==> src/inc/tcprc_pkg.sv <==
// tcprc_pkg: register indices, role codes, commands, timing counts
// shared by the port controller end and the manager end.
package tcprc_pkg;
    localparam int CLK_HZ = 50_000_000;
    localparam int ADDR_W = 8;
    localparam int DATA_W = 8;
    // register indices on the link
    localparam logic [7:0] REG_ALERT = 8'h10;
    localparam logic [7:0] REG_PWR_STATUS = 8'h1E;
    localparam logic [7:0] REG_ROLE = 8'h1A;
    localparam logic [7:0] REG_PWR_CTRL = 8'h1C;
    localparam logic [7:0] REG_DRAIN_CTRL = 8'h1D;
    localparam logic [7:0] REG_CC_GEN = 8'h1F;
    localparam logic [7:0] REG_CMD = 8'h23;
    localparam logic [7:0] REG_VBUS_VOLT = 8'h70;
    localparam logic [7:0] REG_SNK_THR = 8'h72;
    localparam logic [7:0] REG_CC_STATUS = 8'h1B;
    // field positions
    localparam int ALERT_CC_BIT = 0;
    localparam int ALERT_PWR_BIT = 1;
    localparam int INIT_PEND_BIT = 6;
    localparam int PWRC_FORCE_BIT = 2;
    localparam int PWRC_AUTO_BIT = 4;
    localparam int PWRC_MEAS_BIT = 6;
    localparam int DRAIN_OFF_BIT = 0;
    // role codes
    localparam logic [7:0] ROLE_SRC = 8'h05;
    localparam logic [7:0] ROLE_SRC_1A5 = 8'h15;
    localparam logic [7:0] ROLE_SRC_3A = 8'h25;
    localparam logic [7:0] ROLE_SNK = 8'h0A;
    localparam logic [7:0] ROLE_DRP = 8'h4A;
    // commands
    localparam logic [7:0] CMD_SEARCH = 8'h99;
    localparam logic [7:0] CMD_SRC_DEF = 8'h77;
    localparam logic [7:0] CMD_SRC_HI = 8'h88;
    localparam logic [7:0] CMD_SRC_OFF = 8'h66;
    localparam logic [7:0] CMD_SINK = 8'h55;
    // termination encodings
    typedef enum logic [2:0] {
        TERM_OPEN = 3'b000,
        TERM_PD = 3'b001,
        TERM_PU_DEF = 3'b010,
        TERM_PU_1A5 = 3'b011,
        TERM_PU_3A = 3'b100
    } tcprc_term_t;
    // timing: toggle period 50..100 ms, source share 30..70 %
    localparam int DRP_PERIOD_MS = 75;
    localparam int DRP_SRC_PCT = 50;
    localparam int INIT_US = 1000;
    localparam int MEAS_US = 2000;
    localparam int DRP_PERIOD_CYC = CLK_HZ / 1000 * DRP_PERIOD_MS;
    localparam int INIT_CYC = CLK_HZ / 1_000_000 * INIT_US;
    localparam int MEAS_CYC = CLK_HZ / 1_000_000 * MEAS_US;
    localparam int CNT_W = 24;
    localparam logic [7:0] VSAFE0_CODE = 8'h08;
endpackage : tcprc_pkg

==> src/inc/tcprc_if.sv <==
// tcprc_if: register link between port controller and manager,
// plus the alert line. assumes both ends on sys_clk.
`timescale 1ns/1ps
interface tcprc_if;
    logic [7:0] addr;
    logic [7:0] wdata;
    logic wr;
    logic rd;
    logic [7:0] rdata;
    logic alert_n;
    modport dev (input addr, input wdata, input wr, input rd, output rdata, output alert_n);
    modport mgr (output addr, output wdata, output wr, output rd, input rdata, input alert_n);
endinterface : tcprc_if

==> src/tcprc_dev.sv <==
// tcprc_dev: port controller end; terminations, alert, supply control.
// assumes manager on same clock; analog inputs already synchronised
// by the pin pads' two-stage capture inside this module.
`timescale 1ns/1ps
// How it works
// - source code applies pull-ups on both lines
// - 0x15 and 0x25 raise advertised current
// - sink code applies pull-downs on both lines
// - dual-role code plus search toggles terminations
// - source keeps watching both lines until attach
// - attach drives active-low alert line
// - power-up sets alert bit 1, alert low
// - init pending flag clears when ready
// - write one clears alert bit
// - manager clears alert, writes role, searches
// - toggle period between 50 and 100 ms
// - source share between 30 and 70 percent
// - manual dual-role alternates sink/source writes; a role write takes effect only at the next search command
// - toggle setup before search command
// - source supply commands accepted, no action
// - sink supply command ignored
// - measure enable stores supply reading
// - force bit starts discharge
// - automatic discharge on attach/detach conditions
// - drain-off bit blocks internal discharge
// - manager opens supply switch around discharge; tcprc_mgr has no switch control, it is left to user logic
// - source detach discharges to safe zero
// - sink threshold crossing discharges rail
module tcprc_dev (
    input wire logic sys_clk,
    input wire logic rst,
    tcprc_if.dev bus,
    input wire logic cc1_partner,
    input wire logic cc2_partner,
    input wire logic [7:0] vbus_level,
    output tcprc_pkg::tcprc_term_t cc1_term,
    output tcprc_pkg::tcprc_term_t cc2_term,
    output logic drain_on,
    output logic attached
);
    import tcprc_pkg::*;
    logic [1:0] cc1_s, cc2_s;
    logic [7:0] vb_s1, vb_s2;
    logic [7:0] alert, role, role_live, pwr_ctrl, drain_ctrl, cc_gen, vbus_volt, snk_thr;
    logic init_pend, searching, drp_src, src_live;
    logic [CNT_W-1:0] init_cnt, drp_cnt, meas_cnt;
    logic partner_seen, was_attached, above_thr;
    tcprc_term_t next_term;

    // two-stage capture of pad inputs
    always_ff @(posedge sys_clk) begin
        cc1_s <= {cc1_s[0], cc1_partner};
        cc2_s <= {cc2_s[0], cc2_partner};
        vb_s1 <= vbus_level;
        vb_s2 <= vb_s1;
    end
    assign partner_seen = cc1_s[1] | cc2_s[1];

    function automatic tcprc_term_t pu_of(input logic [7:0] r);
        if (r == ROLE_SRC_3A) pu_of = TERM_PU_3A;
        else if (r == ROLE_SRC_1A5) pu_of = TERM_PU_1A5;
        else pu_of = TERM_PU_DEF;
    endfunction : pu_of

    // power-up readiness
    always_ff @(posedge sys_clk) begin
        if (rst) begin
            init_cnt <= '0;
            init_pend <= 1'b1;
        end else if (init_pend) begin
            if (init_cnt == CNT_W'(INIT_CYC - 1)) init_pend <= 1'b0;
            else init_cnt <= init_cnt + 1'b1;
        end
    end

    // alert flags, set wins over write-one clear
    always_ff @(posedge sys_clk) begin
        if (rst) begin
            alert <= 8'h00;
        end else begin
            for (int i = 0; i < 8; i++) begin
                if (bus.wr && bus.addr == REG_ALERT && bus.wdata[i]) alert[i] <= 1'b0;
            end
            if (init_pend && init_cnt == CNT_W'(INIT_CYC - 1)) alert[ALERT_PWR_BIT] <= 1'b1;
            if (searching && partner_seen && !was_attached) alert[ALERT_CC_BIT] <= 1'b1;
        end
    end

    // control registers
    always_ff @(posedge sys_clk) begin
        if (rst) begin
            role <= ROLE_SNK;
            pwr_ctrl <= 8'h00;
            drain_ctrl <= 8'h00;
            cc_gen <= 8'h00;
            snk_thr <= 8'h00;
        end else if (bus.wr) begin
            if (bus.addr == REG_ROLE) role <= bus.wdata;
            else if (bus.addr == REG_PWR_CTRL) pwr_ctrl <= bus.wdata;
            else if (bus.addr == REG_DRAIN_CTRL) drain_ctrl <= bus.wdata;
            else if (bus.addr == REG_CC_GEN) cc_gen <= bus.wdata;
            else if (bus.addr == REG_SNK_THR) snk_thr <= bus.wdata;
        end
    end

    // commands: only search acts; supply notices have no effect
    always_ff @(posedge sys_clk) begin
        if (rst) begin
            searching <= 1'b0;
            role_live <= 8'h00;
        end else if (bus.wr && bus.addr == REG_CMD) begin
            if (bus.wdata == CMD_SEARCH) begin
                searching <= 1'b1;
                role_live <= role;
            end
            // other command codes fall through untouched
        end else if (bus.wr && bus.addr == REG_ROLE && !searching) begin
            role_live <= role_live;
        end
    end

    // autonomous toggle timer
    always_ff @(posedge sys_clk) begin
        if (rst || !searching || role_live != ROLE_DRP || was_attached) begin
            drp_cnt <= '0;
            drp_src <= 1'b0;
        end else begin
            if (drp_cnt == CNT_W'(DRP_PERIOD_CYC - 1)) drp_cnt <= '0;
            else drp_cnt <= drp_cnt + 1'b1;
            // sink half first, source half closes the period
            drp_src <= drp_cnt >= CNT_W'(DRP_PERIOD_CYC / 100 * (100 - DRP_SRC_PCT));
        end
    end

    always_comb begin
        next_term = TERM_OPEN;
        if (role_live == ROLE_DRP) next_term = drp_src ? TERM_PU_DEF : TERM_PD;
        else if (role_live == ROLE_SNK) next_term = TERM_PD;
        else if (role_live[3:0] == ROLE_SRC[3:0]) next_term = pu_of(role_live);
    end
    assign src_live = (cc1_term == TERM_PU_DEF) || (cc1_term == TERM_PU_1A5)
        || (cc1_term == TERM_PU_3A);

    always_ff @(posedge sys_clk) begin
        if (rst) begin
            cc1_term <= TERM_OPEN;
            cc2_term <= TERM_OPEN;
        end else if (searching && !was_attached) begin
            cc1_term <= next_term;
            cc2_term <= next_term;
        end
    end

    // attach watch; keeps monitoring both lines while unattached
    always_ff @(posedge sys_clk) begin
        if (rst || !searching) begin
            was_attached <= 1'b0;
        end else begin
            was_attached <= partner_seen;
        end
    end
    always_ff @(posedge sys_clk) begin
        if (rst) attached <= 1'b0;
        else attached <= was_attached;
    end

    // supply measurement
    always_ff @(posedge sys_clk) begin
        if (rst) begin
            meas_cnt <= '0;
            vbus_volt <= 8'h00;
        end else if (pwr_ctrl[PWRC_MEAS_BIT]) begin
            if (meas_cnt == CNT_W'(MEAS_CYC - 1)) begin
                meas_cnt <= '0;
                vbus_volt <= vb_s2;
            end else meas_cnt <= meas_cnt + 1'b1;
        end
    end
    assign above_thr = vb_s2 > snk_thr;

    // discharge control
    always_ff @(posedge sys_clk) begin
        if (rst) begin
            drain_on <= 1'b0;
        end else if (drain_ctrl[DRAIN_OFF_BIT]) begin
            drain_on <= 1'b0;
        end else if (pwr_ctrl[PWRC_FORCE_BIT]) begin
            drain_on <= 1'b1;
        end else if (pwr_ctrl[PWRC_AUTO_BIT] && src_live && was_attached && !partner_seen) begin
            drain_on <= 1'b1;
        end else if (pwr_ctrl[PWRC_AUTO_BIT] && cc1_term == TERM_PD && snk_thr != 8'h00
                && !above_thr && was_attached) begin
            drain_on <= 1'b1;
        end else if (vb_s2 <= VSAFE0_CODE) begin
            drain_on <= 1'b0;
        end
    end

    // alert line and read port
    always_ff @(posedge sys_clk) begin
        if (rst) bus.alert_n <= 1'b1;
        else bus.alert_n <= ~|alert;
    end

    always_ff @(posedge sys_clk) begin
        if (rst) bus.rdata <= 8'h00;
        else if (bus.rd) begin
            if (bus.addr == REG_ALERT) bus.rdata <= alert;
            else if (bus.addr == REG_PWR_STATUS) bus.rdata <= 8'(init_pend) << INIT_PEND_BIT;
            else if (bus.addr == REG_ROLE) bus.rdata <= role;
            else if (bus.addr == REG_PWR_CTRL) bus.rdata <= pwr_ctrl;
            else if (bus.addr == REG_DRAIN_CTRL) bus.rdata <= drain_ctrl;
            else if (bus.addr == REG_CC_GEN) bus.rdata <= cc_gen;
            else if (bus.addr == REG_VBUS_VOLT) bus.rdata <= vbus_volt;
            else if (bus.addr == REG_SNK_THR) bus.rdata <= snk_thr;
            else if (bus.addr == REG_CC_STATUS) bus.rdata <= {7'h00, was_attached};
            else bus.rdata <= 8'h00;
        end
    end
endmodule : tcprc_dev

==> src/flat_wrapper.sv <==
// flat-port wrapper written by rule: the top's interface ports become plain ports
module tcprc_dev_flat import tcprc_pkg::*;
  (sys_clk, rst, cc1_partner, cc2_partner, vbus_level, cc1_term, cc2_term, drain_on, attached, bus_addr, bus_wdata, bus_wr, bus_rd, bus_rdata, bus_alert_n);
  tcprc_if bus_i ();
  input wire logic sys_clk;
  input wire logic rst;
  input wire logic cc1_partner;
  input wire logic cc2_partner;
  input wire logic [7:0] vbus_level;
  output tcprc_pkg::tcprc_term_t cc1_term;
  output tcprc_pkg::tcprc_term_t cc2_term;
  output logic drain_on;
  output logic attached;
  input wire logic [$bits(bus_i.addr)-1:0] bus_addr;
  input wire logic [$bits(bus_i.wdata)-1:0] bus_wdata;
  input wire logic [$bits(bus_i.wr)-1:0] bus_wr;
  input wire logic [$bits(bus_i.rd)-1:0] bus_rd;
  output wire logic [$bits(bus_i.rdata)-1:0] bus_rdata;
  output wire logic [$bits(bus_i.alert_n)-1:0] bus_alert_n;
  assign bus_i.addr = bus_addr;
  assign bus_i.wdata = bus_wdata;
  assign bus_i.wr = bus_wr;
  assign bus_i.rd = bus_rd;
  assign bus_rdata = bus_i.rdata;
  assign bus_alert_n = bus_i.alert_n;
  tcprc_dev u_core (.sys_clk(sys_clk), .rst(rst), .bus(bus_i), .cc1_partner(cc1_partner), .cc2_partner(cc2_partner), .vbus_level(vbus_level), .cc1_term(cc1_term), .cc2_term(cc2_term), .drain_on(drain_on), .attached(attached));
endmodule
==> config.mk <==
export PLATFORM = sky130hd
export DESIGN_NAME = tcprc_dev_flat
export DESIGN_NICKNAME = d
export VERILOG_FILES = /design/src/inc/tcprc_pkg.sv /design/src/inc/tcprc_if.sv /design/src/tcprc_dev.sv /design/src/flat_wrapper.sv
export SDC_FILE = /design/constraint.sdc
export NUM_CORES = 1
export LEC_CHECK = 0
export CAP_MARGIN = 0
export CORE_ASPECT_RATIO = 0.7
export CORE_UTILIZATION = 45
export CTS_CLUSTER_DIAMETER = 50
export DETAILED_ROUTE_END_ITERATION = 10
export DONT_BUFFER_PORTS = 1
export GPL_TIMING_DRIVEN = 0
export PLACE_DENSITY = 0.61
export SKIP_CTS_REPAIR_TIMING = 1
export SLEW_MARGIN = 20
export SYNTH_ARGS = -nofsm -noshare
export SYNTH_HDL_FRONTEND = slang
export SYNTH_SLANG_ARGS = --single-unit
==> constraint.sdc <==
create_clock -name sys_clk -period 2.1 [get_ports sys_clk]
set_input_delay 0.21 -clock sys_clk [delete_from_list [all_inputs] [get_ports sys_clk]]
set_output_delay 0.21 -clock sys_clk [all_outputs]
set_load 0.02 [all_outputs]
======== Word-level counts from Yosys, hierarchy flattened ========
Cells that the tools add are included.
word-level totals
  bits of input ports ..................... 30
  bits in registers ....................... 168
  output and inout bits ................... 17
cells by class
  bitwise logic cells ..................... 6
  $lt $le $gt $ge ......................... 3
  muxes and demuxes ....................... 26
  reductions and logical operators ........ 40
  add/sub/neg operators ................... 3
  equality and inequality tests ........... 24
operator list
  cell                   count
  $add 24x1->24 const B  3
  $eq 8x5->1 const B     8
  $mux 8                 8
  $eq 24x16->1 const B   1
  $eq 24x17->1 const B   1
  $eq 24x22->1 const B   1
  $eq 8x7->1 const B     3
  $ge 24x21->1 const B   1
  $mux 24                1
  $eq 8x6->1 const B     2
  $logic_and 1x1->1      15
  $mux 1                 12
  $mux 3                 4
  $eq 8x4->1 const B     1
  $eq 8x8->1 const B     1
  $gt 8x8->1             1
  $le 8x4->1 const B     1
  $ne 8x7->1 const B     1
  $reduce_and 2->1       4
  $reduce_bool 8->1      1
  $eq 3x2->1 const B     2
  $reduce_and 6->1       1
  $reduce_or 2->1        3
  $logic_not 1->1        5
  12 further kinds       21

======== Longest topological paths before layout ========
  word-level depth ........................ 10
  gate-level depth with buffers ........... 8

======== Least setup slack after synthesis ========
OpenSTA, ideal clock, no wires.
  path kind ............................... reg2reg
  start ................................... register u_core.init_cnt[0]
  end ..................................... register u_core.init_cnt[18]
  stages on the path, launching flop included .. 8
  path buffers ............................ 1
  library setup time ...................... 0.070 ns
  period minus slack after synthesis ...... 1.827 ns
  slack ................................... 0.273 ns
  arrival ................................. 1.757 ns
  cells stage by stage .................... dfxtp_1 ha_1 and2_1 buf_2 nand4_1 o211ai_2 or4_1 a21oi_1
between the ends
  longest elaborated chain between the ends .. 3
  elaborated cells between the ends (all ways) .. 4
  classes of those cells .................. add/sub (1); eq/ne (1); bitwise (1); reduce/logical (1)
RTL lines
  what                                                                   RTL line         text
  start, declared                                                        tcprc_dev.sv:46  logic [CNT_W-1:0] init_cnt, drp_cnt, meas_cnt;
  start signal, assigned                                                 tcprc_dev.sv:72  else init_cnt <= init_cnt + 1'b1;
  parallel branches: the longest is 3 deep, another holds $add 24x1->24  --
Several ways; the timed one is not identified.
A chain may end at the register's enable or synchronous reset.

======== Worst setup path after layout ========
Ends and elaborated chain as after synthesis.

==> results.md <==
- The number of search-and-repair iterations in the first detailed-routing pass is 5.
- The transition time at the pin with the least slew margin is 1.15 ns.
- After detailed routing, the number of vias per cell comes to 5.64.
- 47 I/O pins were placed.
- The critical path arrival is 2.38 ns.
- Relative to the synthesized area, the layout overhead comes to 14.9%.
- The run finished, with violations left.
- The final clock skew is 0.00869 ns.
- The initial detailed-routing violation count is 447.
- For this run, the register share of the synthesized area comes to 0.452.
- During placement, the flow inserted port buffers numbering 0.
- The total die area is 0.0171 mm2.
- In the routed design, unresolved DRC markers number 0.
- The worst-case hold slack is -0.000985 ns.
- The initial antenna violation count is 0.
- At the later pin of the worst-skew pair, clock insertion delay measures 0.43 ns.
- The total congestion overflow after global routing is 0.
- The worst hold-check path type is in2reg.
- The area of the placeable core is 0.0158 mm2.
- The synthesized design contains 168 register bits.
- The via count of the first global-routing pass is 5570.
- The routed layout has 6077 vias.
- In this run the core area contains 38 standard-cell rows.
- After detailed routing, no signal wire sits above met4.
- The signal on the critical path passes through ha_1, and2_1, buf_2, nand4_1, buf_4, o211ai_2, or4_1, a21oi_1.
- In this run the remaining antenna-violating nets after routing total 0.
- The hold-critical path depth is 2.
- The area of the mapped netlist is 0.00745 mm2.
- The final layout contains routed wiring with a total length of 18400 um.
- Dividing the detail-routed wire length by the instance count gives 17.1 um.
- The relative slew slack is 0.231.
- After legalization and detailed placement, the total HPWL measured 13400 um.
- The async set-or-reset flop fraction in the synthesized netlist is 0.
- The number of flops mapped to enable cells by yosys is 0.
- The net count of the mapped netlist is 845.
- The maximum VDD drop is 0.000410 V.
- The instance area at placement is 0.00772 mm2.
- The layout net count is 887.
- The initial cell density of the core is 0.470.
- The final count of pins violating max slew is 0.
- Setup repair after global routing could not meet its margin everywhere.
- On the worst path, the slowest cell contributes a delay of 0.52 ns.
- Among all stages on the critical path, the largest delay is contributed by sky130_fd_sc_hd__or4_1.
- Among all flip-flop cells after synthesis, the most frequent one is sky130_fd_sc_hd__dfxtp_1.
- TritonCTS created 17 clock buffers.
- The required time of the worst setup path is 2.46 ns.
- The maximum buffer depth of the clock tree is 2.
- After clock tree synthesis, the clock-pin slew on the worst setup and hold paths is 0.07 ns.
- The minimum clock period is 2.02 ns.
- Across the run, the number of max-cap violations was 0.
- The critical path depth in cells is 8.
- The global-route wire length before repair is 29100 um.
- Of all nets on the critical path, the largest fanout is 7.
- The classification of the worst setup path is reg2reg.
- The share of the clock period used by the worst path after layout is 0.963.
- At the end of routability-driven placement, the weighted congestion stood at 0.864.
- The maximum achievable frequency is 494 MHz.
- TritonCTS built the clock tree.
- The final design instance area without fill is 0.00856 mm2.
- STA classifies the critical path endpoint as a flop.
- STA classifies the critical path startpoint as a flop.
- The checks that failed: hold timing.
- The synthesized instance count is 803.
- The root buffer cell chosen for the clock tree is sky130_fd_sc_hd__clkbuf_16.
- Summed over all nets, wire length on met3 after detailed routing comes to 1230 um.
- The total leakage power is 3.21 nW.
- Grouping stages by cell kind, the critical path spends the most delay in simple AND/OR/NAND/NOR gates.
- Wire segments on met2 add up to 7610 um in the final route.
- The completed layout was analyzed and its total power is 0.00637 W.
- The total global routing track utilization is 0.223.
- Clock tree synthesis found a total of 168 sinks.
- In this run the mean area of a mapped cell was 9.27 um2.
- The critical path contains buffers and inverters numbering 2 combined.
- The total power per unit cell area is 745 mW/mm2.
- In this run the vertical extent of the chip is 110 um.
- The logic depth of the worst register-to-register path is 8.
- Entering global routing, the biggest net connects 17 pins.
- Setup violations remaining at the end of the flow were counted as 0.
- The width of the die is 156 um.
- For this block, wires on met1 add up to 9390 um.
- The level count of the clock H-tree is 4.
- The fraction of final layout cells with drive strength greater than 1 is 0.107.
- 0 antenna diodes ended up in the layout.
- The count of cell types in the netlist is 67.
- The number of warning messages in the yosys log is 0.
- The final number of hold-violating endpoints came to 1.
==> cell type report <==
type                       count  area [um2]
buffer                        36         183
clock buffer                  18         429
clock inverter                13         114
fill                        1413        7280
inverter                      24        90.1
multi-input combinational    575        3880
sequential                   168        3360
tap                          220         275
timing repair buffer          23         223
==> placed cells by master, fill, tap and decap left out, drive strengths merged, types with 5 or more instances in the layout <==
cell type,netlist,final
a21oi,29,29
a221o,5,5
a22o,6,6
a22oi,7,7
and3,11,11
and4,6,6
buf,21,24
clkbuf,15,33
clkinv,0,5
dfxtp,168,168
dlygate4sd3,0,20
ha,12,12
inv,24,31
mux2,15,15
mux2i,57,57
nand2,30,30
nand3,34,34
nand4,29,29
nor2,148,148
nor2b,8,8
nor3,8,8
nor4,12,12
nor4b,7,7
o21ai,22,22
o31ai,12,12
or3,9,9
or4,11,11
xnor2,18,18
xor2,32,32
==> power breakdown <==
group	internal (W)	switching, W	total (W)
sequential	0.00321	0.0000218	0.00324
combinational	0.0000810	0.000142	0.000223
clock	0.00154	0.00137	0.00292
total	0.00484	0.00153	0.00637
==> registers in the layout, summed over array words and instances, names as in the netlist, 2 cells and up <==
signal,cells
u_core.alert,2
u_core.bus.rdata,8
u_core.cc1_s,2
u_core.cc2_s,2
u_core.cc2_term,3
u_core.cc_gen,8
u_core.drain_ctrl,8
u_core.drp_cnt,24
u_core.init_cnt,24
u_core.meas_cnt,24
u_core.pwr_ctrl,8
u_core.role,8
u_core.role_live,8
u_core.snk_thr,8
u_core.vb_s1,8
u_core.vb_s2,8
u_core.vbus_volt,8
==> synth_stat cells, drive strengths merged (2+ instances only) <==
cell	count	share of area
a22o	6	0.0071
a21boi	2	0.0020
o31ai	12	0.012
or2	2	0.0017
nand3	34	0.025
a221o	5	0.0067
a311oi	3	0.0044
a211oi	2	0.0020
mux2i	57	0.077
and3	11	0.0092
a22oi	7	0.0071
or3	9	0.0082
xor2	32	0.038
ha	12	0.020
xnor2	18	0.021
dfxtp	168	0.45
nor4b	7	0.011
nor2	148	0.075
nor3	8	0.0060
o21bai	4	0.0045
mux2	15	0.023
nand4	29	0.028
nor4bb	2	0.0027
nand2b	4	0.0034
nor4	12	0.010
and4	6	0.0074
nor2b	8	0.0067
a21oi	29	0.019
o2111ai	3	0.0035
a31oi	4	0.0034
clkbuf	15	0.0076
o21ai	22	0.015
nor3b	2	0.0020
and2	2	0.0017
nand3b	2	0.0020
o211ai	3	0.0037
inv	24	0.012
buf	21	0.017
nand2	30	0.015
or4	11	0.011
and4bb	3	0.0050
==> logic make-up after synthesis <==
kind of cell,Yosys count,synth area share
compound gates,109,0.0990
flops,168,0.452
fa+ha+maj,12,0.0202
buf+inv,60,0.0363
xor+xnor,50,0.0588
simple gates,332,0.235
mux,72,0.0993
==> metrics by stage <==
step / utilization / hold WS (ns) / instances / setup WS, ns / setup TNS, ns
detailed placement: 0.488 / 0.238 / 1023 / -0.237 / -0.987
global placement: 0.488 / 0.238 / 1023 / -0.115 / -0.425
CTS: 0.522 / -0.217 / 1054 / -0.243 / -1.09
global route: 0.540 / 0.00160 / 1077 / -0.0267 / -0.0478
floorplan: - / 0.238 / 803 / 0.273 / 0
finish: 0.540 / -0.000985 / 1077 / 0.0770 / 0
==> path summary, 6_finish.rpt <==
kind | end | startpoint | slack (ns)
worst max-delay path | u_core.init_cnt[18] | u_core.init_cnt[0] | 0.08
worst min-delay path | u_core.bus.rdata[1] | bus_rd | -0.001
worst max register to register | u_core.init_cnt[18] | u_core.init_cnt[0] | 0.08
worst min register to register | u_core.cc1_s[1] | u_core.cc1_s[0] | 0.33
==> metal layers <==
metal,up-vias,GRT usage
li1,2946,-
met1,2911,0.330
met2,202,0.318
met3,18,0.0485
met4,0,0.0693
met5,-,0
No activity file was read; power rests on OpenSTA's default activity.
